$ cat config.mk
export PLATFORM = sky130hd
export DESIGN_NAME = sss_exec
export DESIGN_NICKNAME = d
export VERILOG_FILES = /design/src/shared/sss_pkg.sv /design/src/sss_exec.sv /design/src/sss_skip_test.sv /design/src/sss_sub_flags.sv
export SDC_FILE = /design/constraint.sdc
export NUM_CORES = 1
export LEC_CHECK = 0
export BUFFER_PORTS_ARGS = -buffer_cell sky130_fd_sc_hd__buf_2
export CORE_ASPECT_RATIO = 0.6
export CORE_MARGIN = 2
export CORE_UTILIZATION = 47
export CTS_CLUSTER_SIZE = 25
export DETAILED_ROUTE_END_ITERATION = 10
export PLACE_DENSITY = 0.75
export SYNTH_ARGS = -nofsm -noshare
export SYNTH_HDL_FRONTEND = slang
export SYNTH_SLANG_ARGS = --single-unit
export TNS_END_PERCENT = 20
$ cat constraint.sdc
create_clock -name i_sys_clk -period 2.75 [get_ports i_sys_clk]
set_clock_uncertainty 0.05 [all_clocks]
set_input_delay 0.275 -clock i_sys_clk [delete_from_list [all_inputs] [get_ports i_sys_clk]]
set_output_delay 0.275 -clock i_sys_clk [all_outputs]
set_load 0.02 [all_outputs]
$ cat src/shared/sss_pkg.sv
// Shared constants for the subtract, swap and skip execution block
package sss_pkg;

  // ********************************************************
  // Widths
  // ********************************************************
  localparam int unsigned DATA_W   = 8;
  localparam int unsigned NIB_W    = 4;
  localparam int unsigned OPC_W    = 3;
  localparam int unsigned BITSEL_W = 3;

  // ********************************************************
  // Operation codes on i_opcode
  // ********************************************************
  localparam logic [OPC_W-1:0] OP_NONE                        = 3'h0;
  localparam logic [OPC_W-1:0] OP_MINUS_TO_MEMORY             = 3'h1;
  localparam logic [OPC_W-1:0] OP_MINUS_IMMEDIATE             = 3'h2;
  localparam logic [OPC_W-1:0] OP_NIBBLE_EXCHANGE             = 3'h3;
  localparam logic [OPC_W-1:0] OP_NIBBLE_EXCHANGE_TO_ACCUMULATOR = 3'h4;
  localparam logic [OPC_W-1:0] OP_SKIP_ON_NULL                = 3'h5;
  localparam logic [OPC_W-1:0] OP_SKIP_ON_NULL_LOAD           = 3'h6;
  localparam logic [OPC_W-1:0] OP_SKIP_ON_BIT_CLEAR           = 3'h7;

  // ********************************************************
  // Reset values
  // ********************************************************
  localparam logic [DATA_W-1:0] ACC_RST   = 8'h00;
  localparam logic [DATA_W-1:0] BYTE_ZERO = 8'h00;
  localparam logic              FLAG_RST  = 1'b0;

  // ********************************************************
  // Sequencer states, one-hot
  // ********************************************************
  typedef enum logic [1:0] {
    ST_RUN   = 2'b01,
    ST_DUMMY = 2'b10
  } sss_state_e;

endpackage

$ cat src/sss_exec.sv
// Execution unit for subtract, nibble exchange and zero-skip instructions
`timescale 1ns/1ps
// Contract
// - Minus-to-memory writes accumulator minus memory byte to memory, accumulator kept.
// - Carry cleared on negative difference, set on zero or positive difference.
// - Both subtract forms update overflow, zero, nibble, carry, sign, chained flags.
// - Subtract-immediate puts accumulator minus literal into the accumulator.
// - In-place nibble exchange swaps memory byte halves, flags untouched.
// - Exchange-to-accumulator loads swapped operand into accumulator, memory and flags kept.
// - Byte skip-on-null skips next instruction when byte is zero, changes nothing.
// - A taken skip inserts one dummy cycle, two instruction cycles total.
// - Skip-on-null-load copies byte to accumulator, skips if zero, flags kept.
// - Bit skip tests selected bit, skips when clear, flags kept.
// - Untaken skip continues with the following instruction normally.
module sss_exec #(
  parameter int unsigned W = sss_pkg::DATA_W
) (
  input  wire logic                          i_sys_clk,
  input  wire logic                          i_reset_n,
  input  wire logic                          i_op_valid,
  input  wire logic [sss_pkg::OPC_W-1:0]     i_opcode,
  input  wire logic [W-1:0]                  i_operand,
  input  wire logic [W-1:0]                  i_literal,
  input  wire logic [sss_pkg::BITSEL_W-1:0]  i_bit_sel,
  input  wire logic                          i_acc_wr,
  input  wire logic [W-1:0]                  i_acc_wdata,
  output logic      [W-1:0]                  o_acc,
  output logic                               o_mem_wr,
  output logic      [W-1:0]                  o_mem_wdata,
  output logic                               o_dummy_cycle,
  output logic                               o_op_done,
  output logic                               o_signed_range_exceeded_flag,
  output logic                               o_zero_flag,
  output logic                               o_nibble_borrow_flag,
  output logic                               o_carry_flag,
  output logic                               o_signed_result_flag,
  output logic                               o_chained_null_flag
);

  // ********************************************************
  // Helpers
  // ********************************************************
  function automatic logic [W-1:0] nib_exchange(input logic [W-1:0] b);
    nib_exchange = {b[sss_pkg::NIB_W-1:0], b[W-1:sss_pkg::NIB_W]};
  endfunction

  // ********************************************************
  // State
  // ********************************************************
  sss_pkg::sss_state_e state;
  sss_pkg::sss_state_e next_state;
  logic [W-1:0] acc;
  logic [W-1:0] next_acc;
  logic         mem_wr;
  logic         next_mem_wr;
  logic [W-1:0] mem_wdata;
  logic [W-1:0] next_mem_wdata;
  logic         op_done;
  logic         next_op_done;
  logic         dummy;
  logic         next_dummy;
  logic         f_range;
  logic         f_z;
  logic         f_nib;
  logic         f_c;
  logic         f_sign;
  logic         f_chain;
  logic         next_f_range;
  logic         next_f_z;
  logic         next_f_nib;
  logic         next_f_c;
  logic         next_f_sign;
  logic         next_f_chain;

  // ********************************************************
  // Datapath helpers
  // ********************************************************
  logic [W-1:0] sub_rhs;
  logic [W-1:0] diff;
  logic         d_range;
  logic         d_z;
  logic         d_nib;
  logic         d_c;
  logic         d_sign;
  logic         d_chain;
  logic         is_skip_op;
  logic         skip_cond;
  logic         run_op;

  assign sub_rhs = (i_opcode == sss_pkg::OP_MINUS_IMMEDIATE) ? i_literal : i_operand;
  assign run_op  = i_op_valid && (state == sss_pkg::ST_RUN);

  sss_sub_flags #(
    .W (W)
  ) u_sub (
    .i_minuend               (acc),
    .i_subtrahend            (sub_rhs),
    .o_diff                  (diff),
    .o_signed_range_exceeded (d_range),
    .o_zero                  (d_z),
    .o_nibble_borrow         (d_nib),
    .o_carry                 (d_c),
    .o_signed_result         (d_sign),
    .o_chained_null          (d_chain)
  );

  sss_skip_test #(
    .W (W)
  ) u_skip (
    .i_opcode     (i_opcode),
    .i_operand    (i_operand),
    .i_bit_sel    (i_bit_sel),
    .o_is_skip_op (is_skip_op),
    .o_skip       (skip_cond)
  );

  // ********************************************************
  // Next-state logic
  // ********************************************************
  always_comb begin
    next_state     = state;
    next_acc       = acc;
    next_mem_wr    = 1'b0;
    next_mem_wdata = mem_wdata;
    next_op_done   = 1'b0;
    next_f_range   = f_range;
    next_f_z       = f_z;
    next_f_nib     = f_nib;
    next_f_c       = f_c;
    next_f_sign    = f_sign;
    next_f_chain   = f_chain;
    // Outside loads of the accumulator lose to an executing subtract, exchange-to-accumulator or null-load op
    if (i_acc_wr) begin
      next_acc = i_acc_wdata;
    end
    case (state)
      sss_pkg::ST_RUN: begin
        if (i_op_valid) begin
          next_op_done = 1'b1;
          case (i_opcode)
            sss_pkg::OP_MINUS_TO_MEMORY: begin
              next_mem_wr    = 1'b1;
              next_mem_wdata = diff;
              next_acc       = acc;
            end
            sss_pkg::OP_MINUS_IMMEDIATE: begin
              next_acc = diff;
            end
            sss_pkg::OP_NIBBLE_EXCHANGE: begin
              next_mem_wr    = 1'b1;
              next_mem_wdata = nib_exchange(i_operand);
            end
            sss_pkg::OP_NIBBLE_EXCHANGE_TO_ACCUMULATOR: begin
              next_acc = nib_exchange(i_operand);
            end
            sss_pkg::OP_SKIP_ON_NULL_LOAD: begin
              next_acc = i_operand;
            end
            default: begin
            end
          endcase
          if (i_opcode == sss_pkg::OP_MINUS_TO_MEMORY ||
              i_opcode == sss_pkg::OP_MINUS_IMMEDIATE) begin
            next_f_range = d_range;
            next_f_z     = d_z;
            next_f_nib   = d_nib;
            next_f_c     = d_c;
            next_f_sign  = d_sign;
            next_f_chain = d_chain;
          end
          // Taken skip: the next fetched slot becomes a dummy no-op
          if (is_skip_op && skip_cond) begin
            next_state = sss_pkg::ST_DUMMY;
          end
        end
      end
      sss_pkg::ST_DUMMY: begin
        // Whatever the sequencer presents here is discarded
        if (i_op_valid) begin
          next_state = sss_pkg::ST_RUN;
        end
      end
      default: begin
        next_state = sss_pkg::ST_RUN;
      end
    endcase
    // Registered copy so the output leaves a flip-flop directly
    next_dummy = (next_state == sss_pkg::ST_DUMMY);
  end

  // ********************************************************
  // Registers
  // ********************************************************
  always_ff @(posedge i_sys_clk or negedge i_reset_n) begin
    if (!i_reset_n) begin
      state     <= sss_pkg::ST_RUN;
      acc       <= sss_pkg::ACC_RST;
      mem_wr    <= 1'b0;
      mem_wdata <= sss_pkg::BYTE_ZERO;
      op_done   <= 1'b0;
      dummy     <= 1'b0;
      f_range   <= sss_pkg::FLAG_RST;
      f_z       <= sss_pkg::FLAG_RST;
      f_nib     <= sss_pkg::FLAG_RST;
      f_c       <= sss_pkg::FLAG_RST;
      f_sign    <= sss_pkg::FLAG_RST;
      f_chain   <= sss_pkg::FLAG_RST;
    end else begin
      state     <= next_state;
      acc       <= next_acc;
      mem_wr    <= next_mem_wr;
      mem_wdata <= next_mem_wdata;
      op_done   <= next_op_done;
      dummy     <= next_dummy;
      f_range   <= next_f_range;
      f_z       <= next_f_z;
      f_nib     <= next_f_nib;
      f_c       <= next_f_c;
      f_sign    <= next_f_sign;
      f_chain   <= next_f_chain;
    end
  end

  assign o_acc                        = acc;
  assign o_mem_wr                     = mem_wr;
  assign o_mem_wdata                  = mem_wdata;
  assign o_dummy_cycle                = dummy;
  assign o_op_done                    = op_done;
  assign o_signed_range_exceeded_flag = f_range;
  assign o_zero_flag                  = f_z;
  assign o_nibble_borrow_flag         = f_nib;
  assign o_carry_flag                 = f_c;
  assign o_signed_result_flag         = f_sign;
  assign o_chained_null_flag          = f_chain;

  logic sub_op;
  assign sub_op = run_op && (i_opcode == sss_pkg::OP_MINUS_TO_MEMORY ||
                             i_opcode == sss_pkg::OP_MINUS_IMMEDIATE);
endmodule

$ cat src/sss_skip_test.sv
// Skip condition evaluation for byte and bit zero tests
`timescale 1ns/1ps
module sss_skip_test #(
  parameter int unsigned W  = sss_pkg::DATA_W,
  parameter int unsigned SW = sss_pkg::BITSEL_W
) (
  input  wire logic [sss_pkg::OPC_W-1:0] i_opcode,
  input  wire logic [W-1:0]              i_operand,
  input  wire logic [SW-1:0]             i_bit_sel,
  output logic                           o_is_skip_op,
  output logic                           o_skip
);

  logic [W-1:0] sel_mask;

  // ********************************************************
  // One-hot bit select
  // ********************************************************
  genvar g;
  generate
    for (g = 0; g < W; g++) begin : g_mask
      assign sel_mask[g] = (i_bit_sel == SW'(g));
    end
  endgenerate

  always_comb begin
    o_is_skip_op = 1'b0;
    o_skip       = 1'b0;
    if (i_opcode == sss_pkg::OP_SKIP_ON_NULL ||
        i_opcode == sss_pkg::OP_SKIP_ON_NULL_LOAD) begin
      o_is_skip_op = 1'b1;
      o_skip       = (i_operand == sss_pkg::BYTE_ZERO);
    end else if (i_opcode == sss_pkg::OP_SKIP_ON_BIT_CLEAR) begin
      o_is_skip_op = 1'b1;
      o_skip       = ((i_operand & sel_mask) == sss_pkg::BYTE_ZERO);
    end
  end

endmodule

$ cat src/sss_sub_flags.sv
// Eight-bit subtractor with its status flag outputs
`timescale 1ns/1ps
module sss_sub_flags #(
  parameter int unsigned W = sss_pkg::DATA_W,
  parameter int unsigned N = sss_pkg::NIB_W
) (
  input  wire logic [W-1:0] i_minuend,
  input  wire logic [W-1:0] i_subtrahend,
  output logic      [W-1:0] o_diff,
  output logic              o_signed_range_exceeded,
  output logic              o_zero,
  output logic              o_nibble_borrow,
  output logic              o_carry,
  output logic              o_signed_result,
  output logic              o_chained_null
);

  logic [W:0] wide;

  always_comb begin
    wide   = {1'b0, i_minuend} - {1'b0, i_subtrahend};
    o_diff = wide[W-1:0];
    // Carry is the inverted borrow: 1 when no borrow out
    o_carry = ~wide[W];
    o_nibble_borrow = (i_minuend[N-1:0] >= i_subtrahend[N-1:0]);
    o_signed_range_exceeded = (i_minuend[W-1] != i_subtrahend[W-1])
                              && (o_diff[W-1] != i_minuend[W-1]);
    o_zero = (o_diff == {W{1'b0}});
    // True sign of the result, corrected for overflow
    o_signed_result = o_signed_range_exceeded ^ o_diff[W-1];
    // Plain subtraction is not chained, so it follows zero
    o_chained_null = o_zero;
  end

endmodule

==> impl_metrics.toml, run 1 <==
[status]
run_status = "complete, but fails checks"
failed_checks = "negative setup slack"

[floorplan]
site_row_count = 18
chipWidth_um = 87.8
floorplan.initialDensity_pct = 48.6
std_cell_core_area_um2 = 4080
fp.dieArea_um2 = 4770
fp.dieH_um = 54.3
num_io_pins = 59

[synth]
netlist.area_leader.share_pct = 31.6
post_synth_num_cell_types = 49
synth_flop_cell = "sky130_fd_sc_hd__dfrtp_1"
async_reset_ff_share_pct = 100
synthCells = 216
yosysSeqAreaShare_pct = 32.9
syn-mean-instance-area_um2 = 9.18
post_synth_main_area_contributors = "sky130_fd_sc_hd__dfrtp_1, sky130_fd_sc_hd__ha_1, sky130_fd_sc_hd__mux2i_1"
synth_fp_nets = 263
synth_edf_count = 0
syn_std_cell_area_um2 = 1980
synth_commonest_cells = "sky130_fd_sc_hd__dfrtp_1, sky130_fd_sc_hd__nand2_1, sky130_fd_sc_hd__o21ai_0"
cell_taking_the_most_area_after_synthesis = "sky130_fd_sc_hd__dfrtp_1"
yosys_register_bits = 26
synth-warning-count = 0
post-synth-top-count-cell = "sky130_fd_sc_hd__dfrtp_1"

[grt]
grt_start_max_net_pins = 27
grt_first_pass_wirelength_um = 9600
initial_antenna_violation_count = 0
grt_overflow = 0
via_count_of_the_first_global_routing_pass = 1860
overall_global_routing_usage_pct = 27.5

[finish]
finish.net_count = 348
post_route_cells_drive_above_1_share_pct = 36.7
layout.filler_cells = 352
multi_input_area_um2 = 1270
areaGrowthSynthToFinish_pct = 34.0
area_occupied_by_registers_um2 = 652
antenna-diode-count = 0

[worst_setup_path]
endpoint_kind_of_the_worst_setup_timing_path = "register"
criticalPathCategory = "input pin to register"
required_time_at_the_worst_slack_endpoint_ns = 2.92
critical_path.max_fanout = 4
worstSetupStartpointType = "input pin"
cp.arrival_ns = 3.20

[place]
pre_cts_ws_ns = -0.666
detailedPlacementHpwl_um = 4790
port_buffers = 58
gpl.final_weighted_congestion = 0.991

[timing]
max_freq_mhz = 330
finalSetupViolCount = 3
finalCritPeriodShare_pct = 110
grt_setup_unrepaired = "true"
finalHoldViolCount = 0
timing.max_slew.rel_slack_pct = 61.1
maxSlewViolCount = 0
setup_tns_ns = -0.714
tightestPinTransition_ns = 0.578
period_minus_slack_ns = 3.03
worst_slack_ns = -0.277

[power_and_ir_drop]
power.share.switching_pct = 41.4
p_leak_nw = 1.30
p_int_mw = 1.23
pwr-share-clk_pct = 15.5
combPwrFrac_pct = 56.6
seq_power_share_pct = 27.9
cellPowerDensity_nw_per_um2 = 790
max-vdd-ir-drop_mv = 0.450
net_switching_mw = 0.869

[drt]
detail_route.wl_per_cell_um = 17.0
drc = 0
vias = 1990
drt_pre_antenna_iters = 4
antenna_left = 0
finalWirelength_um = 6140
vias_per_cell = 5.53
drt_first_iter_violations = 241

[min_path]
min-delay-path-class = "input pin to register"

[run]
cap_violations = 0

[clocking]
clk_latency_ns = 0.28
clock_sink_count = 26
ctsLongestPathBuffers = 2
clk_transition_reported_paths_ns = 0.10
clock_tree.root_cell = "sky130_fd_sc_hd__clkbuf_8"
htree_levels = 1
cts_made_buffers = 3
clock_tree_from_tritoncts = "built"
power groups by stage:
stage                     clock [mW]  sequential, mW  combinational, mW
after floorplan                    0           0.740              0.538
after global placement             0           0.591               1.12
after detailed placement           0           0.593               1.13
after CTS                      0.326           0.586               1.16
after global routing           0.352           0.604               1.29
final                          0.326           0.585               1.19
layout make-up:
class / count / share of cell area [%]
inverter: 12 / 1.70
clock buffer: 3 / 1.55
timing repair buffer: 90 / 20.6
tap: 60 / 2.83
sequential: 26 / 24.5
clock inverter: 1 / 1.13
multi-input combinational: 168 / 47.7
through the flow:
stage | utilization [%] | hold slack [ns] | instances | cell area, µm² | total power [mW]
after floorplan | - | -0.0706 | 216 | 2040 | 1.28
after global placement | 62.4 | 0.266 | 353 | 2540 | 1.71
after detailed placement | 62.4 | 0.267 | 353 | 2540 | 1.73
after CTS | 65.0 | 0.223 | 360 | 2650 | 2.07
after global routing | 65.2 | 0.232 | 360 | 2660 | 2.25
final | 65.2 | 0.217 | 360 | 2660 | 2.10
path summary, 6_finish.rpt:
check	startpoint	to	slack, ns	cells past startpoint
hold reg to reg	o_signed_range_exceeded_flag	o_signed_range_exceeded_flag	0.44	2
max in group asynchronous	i_reset_n	o_dummy_cycle	1.78	2
hold / removal	i_acc_wdata[3]	o_acc[3]	0.22	3
min in group asynchronous	i_reset_n	state[1]	0.48	2
setup reg to reg	o_acc[1]	o_chained_null_flag	-0.03	10
setup / recovery	i_opcode[2]	o_chained_null_flag	-0.28	15
cell usage in the layout, fill, tap and decap left out, types with 3 or more instances in the layout:
master | netlist | final
sky130_fd_sc_hd__a2bb2oi_1 | 3 | 3
sky130_fd_sc_hd__buf_4 | 2 | 30
sky130_fd_sc_hd__o21a_1 | 5 | 5
sky130_fd_sc_hd__a21oi_1 | 14 | 14
sky130_fd_sc_hd__dfrtp_1 | 25 | 25
sky130_fd_sc_hd__mux2i_1 | 10 | 10
sky130_fd_sc_hd__nor2b_1 | 5 | 4
sky130_fd_sc_hd__o21ai_0 | 15 | 14
sky130_fd_sc_hd__nand3_1 | 5 | 5
sky130_fd_sc_hd__mux2_2 | 5 | 4
sky130_fd_sc_hd__nand2_1 | 21 | 21
sky130_fd_sc_hd__or3_1 | 3 | 3
sky130_fd_sc_hd__o2bb2ai_1 | 3 | 3
sky130_fd_sc_hd__buf_2 | 2 | 57
sky130_fd_sc_hd__ha_1 | 11 | 10
sky130_fd_sc_hd__nor2_1 | 13 | 12
sky130_fd_sc_hd__a31oi_1 | 3 | 3
sky130_fd_sc_hd__clkbuf_8 | 1 | 3
sky130_fd_sc_hd__inv_1 | 12 | 11
sky130_fd_sc_hd__o22ai_1 | 8 | 8
sky130_fd_sc_hd__a22oi_1 | 5 | 5
sky130_fd_sc_hd__nand2b_1 | 5 | 4
sequential cells by signal, indices dropped and copies added, names as in the netlist:
signal and cells:
o_op_done 1, o_nibble_borrow_flag 1, o_signed_result_flag 1, o_dummy_cycle 1, o_mem_wdata 8, o_acc 8
o_signed_range_exceeded_flag 1, o_carry_flag 1, o_chained_null_flag 1, o_mem_wr 1, state 2
worst max-delay path, stage by stage:
cell,delay [ns]
sky130_fd_sc_hd__buf_6,0.09
sky130_fd_sc_hd__nand2b_4,0.14
sky130_fd_sc_hd__nor2_4,0.11
sky130_fd_sc_hd__mux2_4,0.32
sky130_fd_sc_hd__inv_2,0.07
sky130_fd_sc_hd__ha_4,0.19
sky130_fd_sc_hd__nor2b_4,0.12
sky130_fd_sc_hd__o31a_1,0.26
sky130_fd_sc_hd__o31ai_2,0.24
sky130_fd_sc_hd__nand2b_1,0.10
sky130_fd_sc_hd__a21o_1,0.17
sky130_fd_sc_hd__fa_2,0.46
sky130_fd_sc_hd__nand4b_1,0.21
sky130_fd_sc_hd__nor4_1,0.25
sky130_fd_sc_hd__a22o_1,0.17
routing by layer:
| layer | global-route usage [%] | routed length (µm) | up-vias |
|---|---|---|---|
| met3 | 8.14 | 644 | 2 |
| li1 | - | - | 972 |
| met5 | 0 | 0 | - |
| met1 | 42.1 | 2990 | 907 |
| met2 | 39.5 | 2490 | 109 |
| met4 | 2.31 | 14 | 0 |
timing repair:
item / in CTS / in global routing
resized for setup: 2 / 3
endpoints found under the hold margin: 25 / 0
setup endpoints to repair: 4 / 4
hold buffers: 1 / 0
gates cloned: 0 / 0
pin swaps: 6 / 1
setup buffers: 2 / 0
cell families after synthesis:
logic type                 Yosys count  share of synthesized area (%)
adders and majority gates           13                           8.96
DFF                                 26                           32.9
buffers and inverters               22                           5.55
AOI/OAI and AO/OA                   73                           24.8
xor gates and xnor gates             4                           1.77
and+or+nand+nor                     61                           15.5
muxes                               17                           10.5
Power figures use the tool's default switching activity.
==> inputs of run 2 (changes only) <==
--- a/config.mk
+++ b/config.mk
@@ -13,3 +13,3 @@
 export DETAILED_ROUTE_END_ITERATION = 10
-export PLACE_DENSITY = 0.75
+export PLACE_DENSITY = 0.77
 export SYNTH_ARGS = -nofsm -noshare
--- a/constraint.sdc
+++ b/constraint.sdc
@@ -4,2 +4,2 @@
 set_output_delay 0.275 -clock i_sys_clk [all_outputs]
-set_load 0.02 [all_outputs]
+set_load 0.1 [all_outputs]
==> run 2 against run 1 <==
- the run still ends with negative setup slack left
- first-iteration DRC count is 54% lower
- sequential share of layout area is 0.17 points lower
- global-route usage is 0.81 points lower
- power is 36% higher
- largest power group unchanged
- maximum frequency is 0.82% lower
- via count is 3.9% higher
- die area stayed put
- routed wire length is 0.36% higher
- clock power hardly changed
==> impl_metrics.toml, run 2 (same netlist as run 1, synthesis figures left out) <==
[status]
run_status = "complete, but fails checks"
failed_checks = "negative setup slack"

[worst_setup_path]
criticalPathCategory = "input pin to register"
cp_slowest_stage_delay_ns = 0.44
critical_path.max_fanout = 3
cp.arrival_ns = 3.22
endpoint_kind_of_the_worst_setup_timing_path = "register"
timing.critical_path.slowest_stage_cell = "sky130_fd_sc_hd__fa_2"
crit_chain = "buf_6, nand2b_4, nor2_4, mux2_4, inv_2, ha_4, nor2b_4, o31a_1, o31ai_4, nand2b_1, a21o_1, fa_2, nand4b_1, nor4_2, a22o_1"
worstSetupStartpointType = "input pin"
required_time_at_the_worst_slack_endpoint_ns = 2.92

[timing]
setup_tns_ns = -0.808
finalHoldViolCount = 0
worst_slack_ns = -0.302
finalCritPeriodShare_pct = 111
max_freq_mhz = 328
grt_setup_unrepaired = "true"
maxSlewViolCount = 0
timing.max_slew.rel_slack_pct = 59.9
tightestPinTransition_ns = 0.601
period_minus_slack_ns = 3.05
finalSetupViolCount = 4

[power_and_ir_drop]
p_leak_nw = 1.31
max-vdd-ir-drop_mv = 0.849
cellPowerDensity_nw_per_um2 = 1060
totalPowerFinal_mw = 2.86

[run]
cap_violations = 0

[drt]
detail_route.wl_per_cell_um = 17.0
antenna_left = 0
vias_per_cell = 5.70
vias = 2068
drc = 0
drt_first_iter_violations = 111
drt_pre_antenna_iters = 5
finalWirelength_um = 6160

[finish]
finish.net_count = 351
areaGrowthSynthToFinish_pct = 35.7
layout.filler_cells = 345
antenna-diode-count = 0
post-route-cell-area_um2 = 2690
final_cell_mix = "sky130_fd_sc_hd__buf_2, sky130_fd_sc_hd__buf_4, sky130_fd_sc_hd__dfrtp_1, sky130_fd_sc_hd__nand2_1"
mostFrequentLayoutCell = "sky130_fd_sc_hd__buf_2"
fin_util_pct = 66.0
post_route_cells_drive_above_1_share_pct = 38.6

[clocking]
cts_made_buffers = 3
clk_latency_ns = 0.27
ctsLongestPathBuffers = 2
clock_tree.root_cell = "sky130_fd_sc_hd__clkbuf_8"
clock_sink_count = 26
clk_transition_reported_paths_ns = 0.10
clock_tree_from_tritoncts = "built"
htree_levels = 1

[place]
detailedPlacementHpwl_um = 4820
placed_area_um2 = 2560
gpl.final_weighted_congestion = 0.953
port_buffers = 58

[grt]
grt_start_max_net_pins = 27
grt_overflow = 0
overall_global_routing_usage_pct = 26.7
via_count_of_the_first_global_routing_pass = 1857
initial_antenna_violation_count = 0
grt_first_pass_wirelength_um = 9340

[floorplan]
std_cell_core_area_um2 = 4080
num_io_pins = 59
site_row_count = 18
fp.dieH_um = 54.3
chipWidth_um = 87.8
fp.dieArea_um2 = 4770
floorplan.initialDensity_pct = 48.6

[min_path]
min-delay-path-class = "input pin to register"
==> run 2: cell types whose count changed in the layout (fill, tap and decap cells not counted) <==
cell / previous run / this run
sky130_fd_sc_hd__buf_8: 1 / 0
sky130_fd_sc_hd__o31ai_2: 1 / 0
sky130_fd_sc_hd__o31ai_4: 0 / 1
sky130_fd_sc_hd__nor4_2: 0 / 1
sky130_fd_sc_hd__buf_4: 30 / 34
sky130_fd_sc_hd__nor4_1: 1 / 0
sky130_fd_sc_hd__dfrtp_2: 0 / 3
sky130_fd_sc_hd__dfrtp_1: 25 / 22
==> run 2: power by group <==
part | internal [mW] | total, mW | switching [mW]
Combinational | 0.536 | 1.95 | 1.41
Clock | 0.195 | 0.327 | 0.132
Sequential | 0.512 | 0.587 | 0.0746
==> run 2: final cells by class <==
class	instances	area [µm²]	share of cell area [%]
clock inverters	1	30.0	1.12
clock buffers	3	41.3	1.53
inverters	12	45.0	1.67
repair buffers	93	562	20.9
flip-flops and latches	26	656	24.4
well taps	60	75.1	2.79
multi-input cells	168	1280	47.6
==> run 2: routing by layer <==
| metal | vias up | track usage (%) | share of wire (%) |
|---|---|---|---|
| met2 | 123 | 37.2 | 40 |
| met1 | 969 | 42.7 | 48 |
| met3 | 9 | 4.68 | 11 |
| met4 | 0 | 4.87 | 0.93 |
| met5 | - | 0 | 0 |
| li1 | 967 | - | - |
==> run 2: per-stage QoR <==
stage	worst slack [ns]	cells	hold slack, ns
after floorplan	-0.501	216	-0.0706
after global placement	-0.600	355	0.270
after detailed placement	-0.694	355	0.270
after CTS	-0.229	362	0.224
after global routing	-0.399	363	0.236
final	-0.302	363	0.228
==> run 2: what timing repair did <==
| action | 4_1_cts | 5_1_grt |
|---|---|---|
| hold buffers | 1 | 0 |
| resized for setup | 4 | 1 |
| endpoints found under the setup margin | 4 | 4 |
| hold endpoints to repair | 25 | 0 |
| pin swaps | 6 | 2 |
| buffers inserted | 2 | 1 |
==> run 2: critical path: cells and delay by family <==
family	cells	cell delay [ns]
adder cells (fa/ha/maj)	2	0.63
AO/OA/AOI/OAI	4	0.88
multiplexers	1	0.32
buffers and inverters	2	0.16
AND/OR/NAND/NOR	6	0.95
==> run 2: worst paths after layout <==
check                                           from                   end  slack, ns  cells past startpoint
max in group asynchronous                  i_reset_n              o_acc[2]       1.75                      2
worst min register to register  o_nibble_borrow_flag  o_nibble_borrow_flag       0.44                      2
worst max register to register              o_acc[1]   o_chained_null_flag      -0.06                     10
min in group asynchronous                  i_reset_n              state[1]       0.48                      2
worst min-delay path                  i_acc_wdata[7]              o_acc[7]       0.23                      3
worst max-delay path                     i_opcode[2]   o_chained_null_flag      -0.30                     15
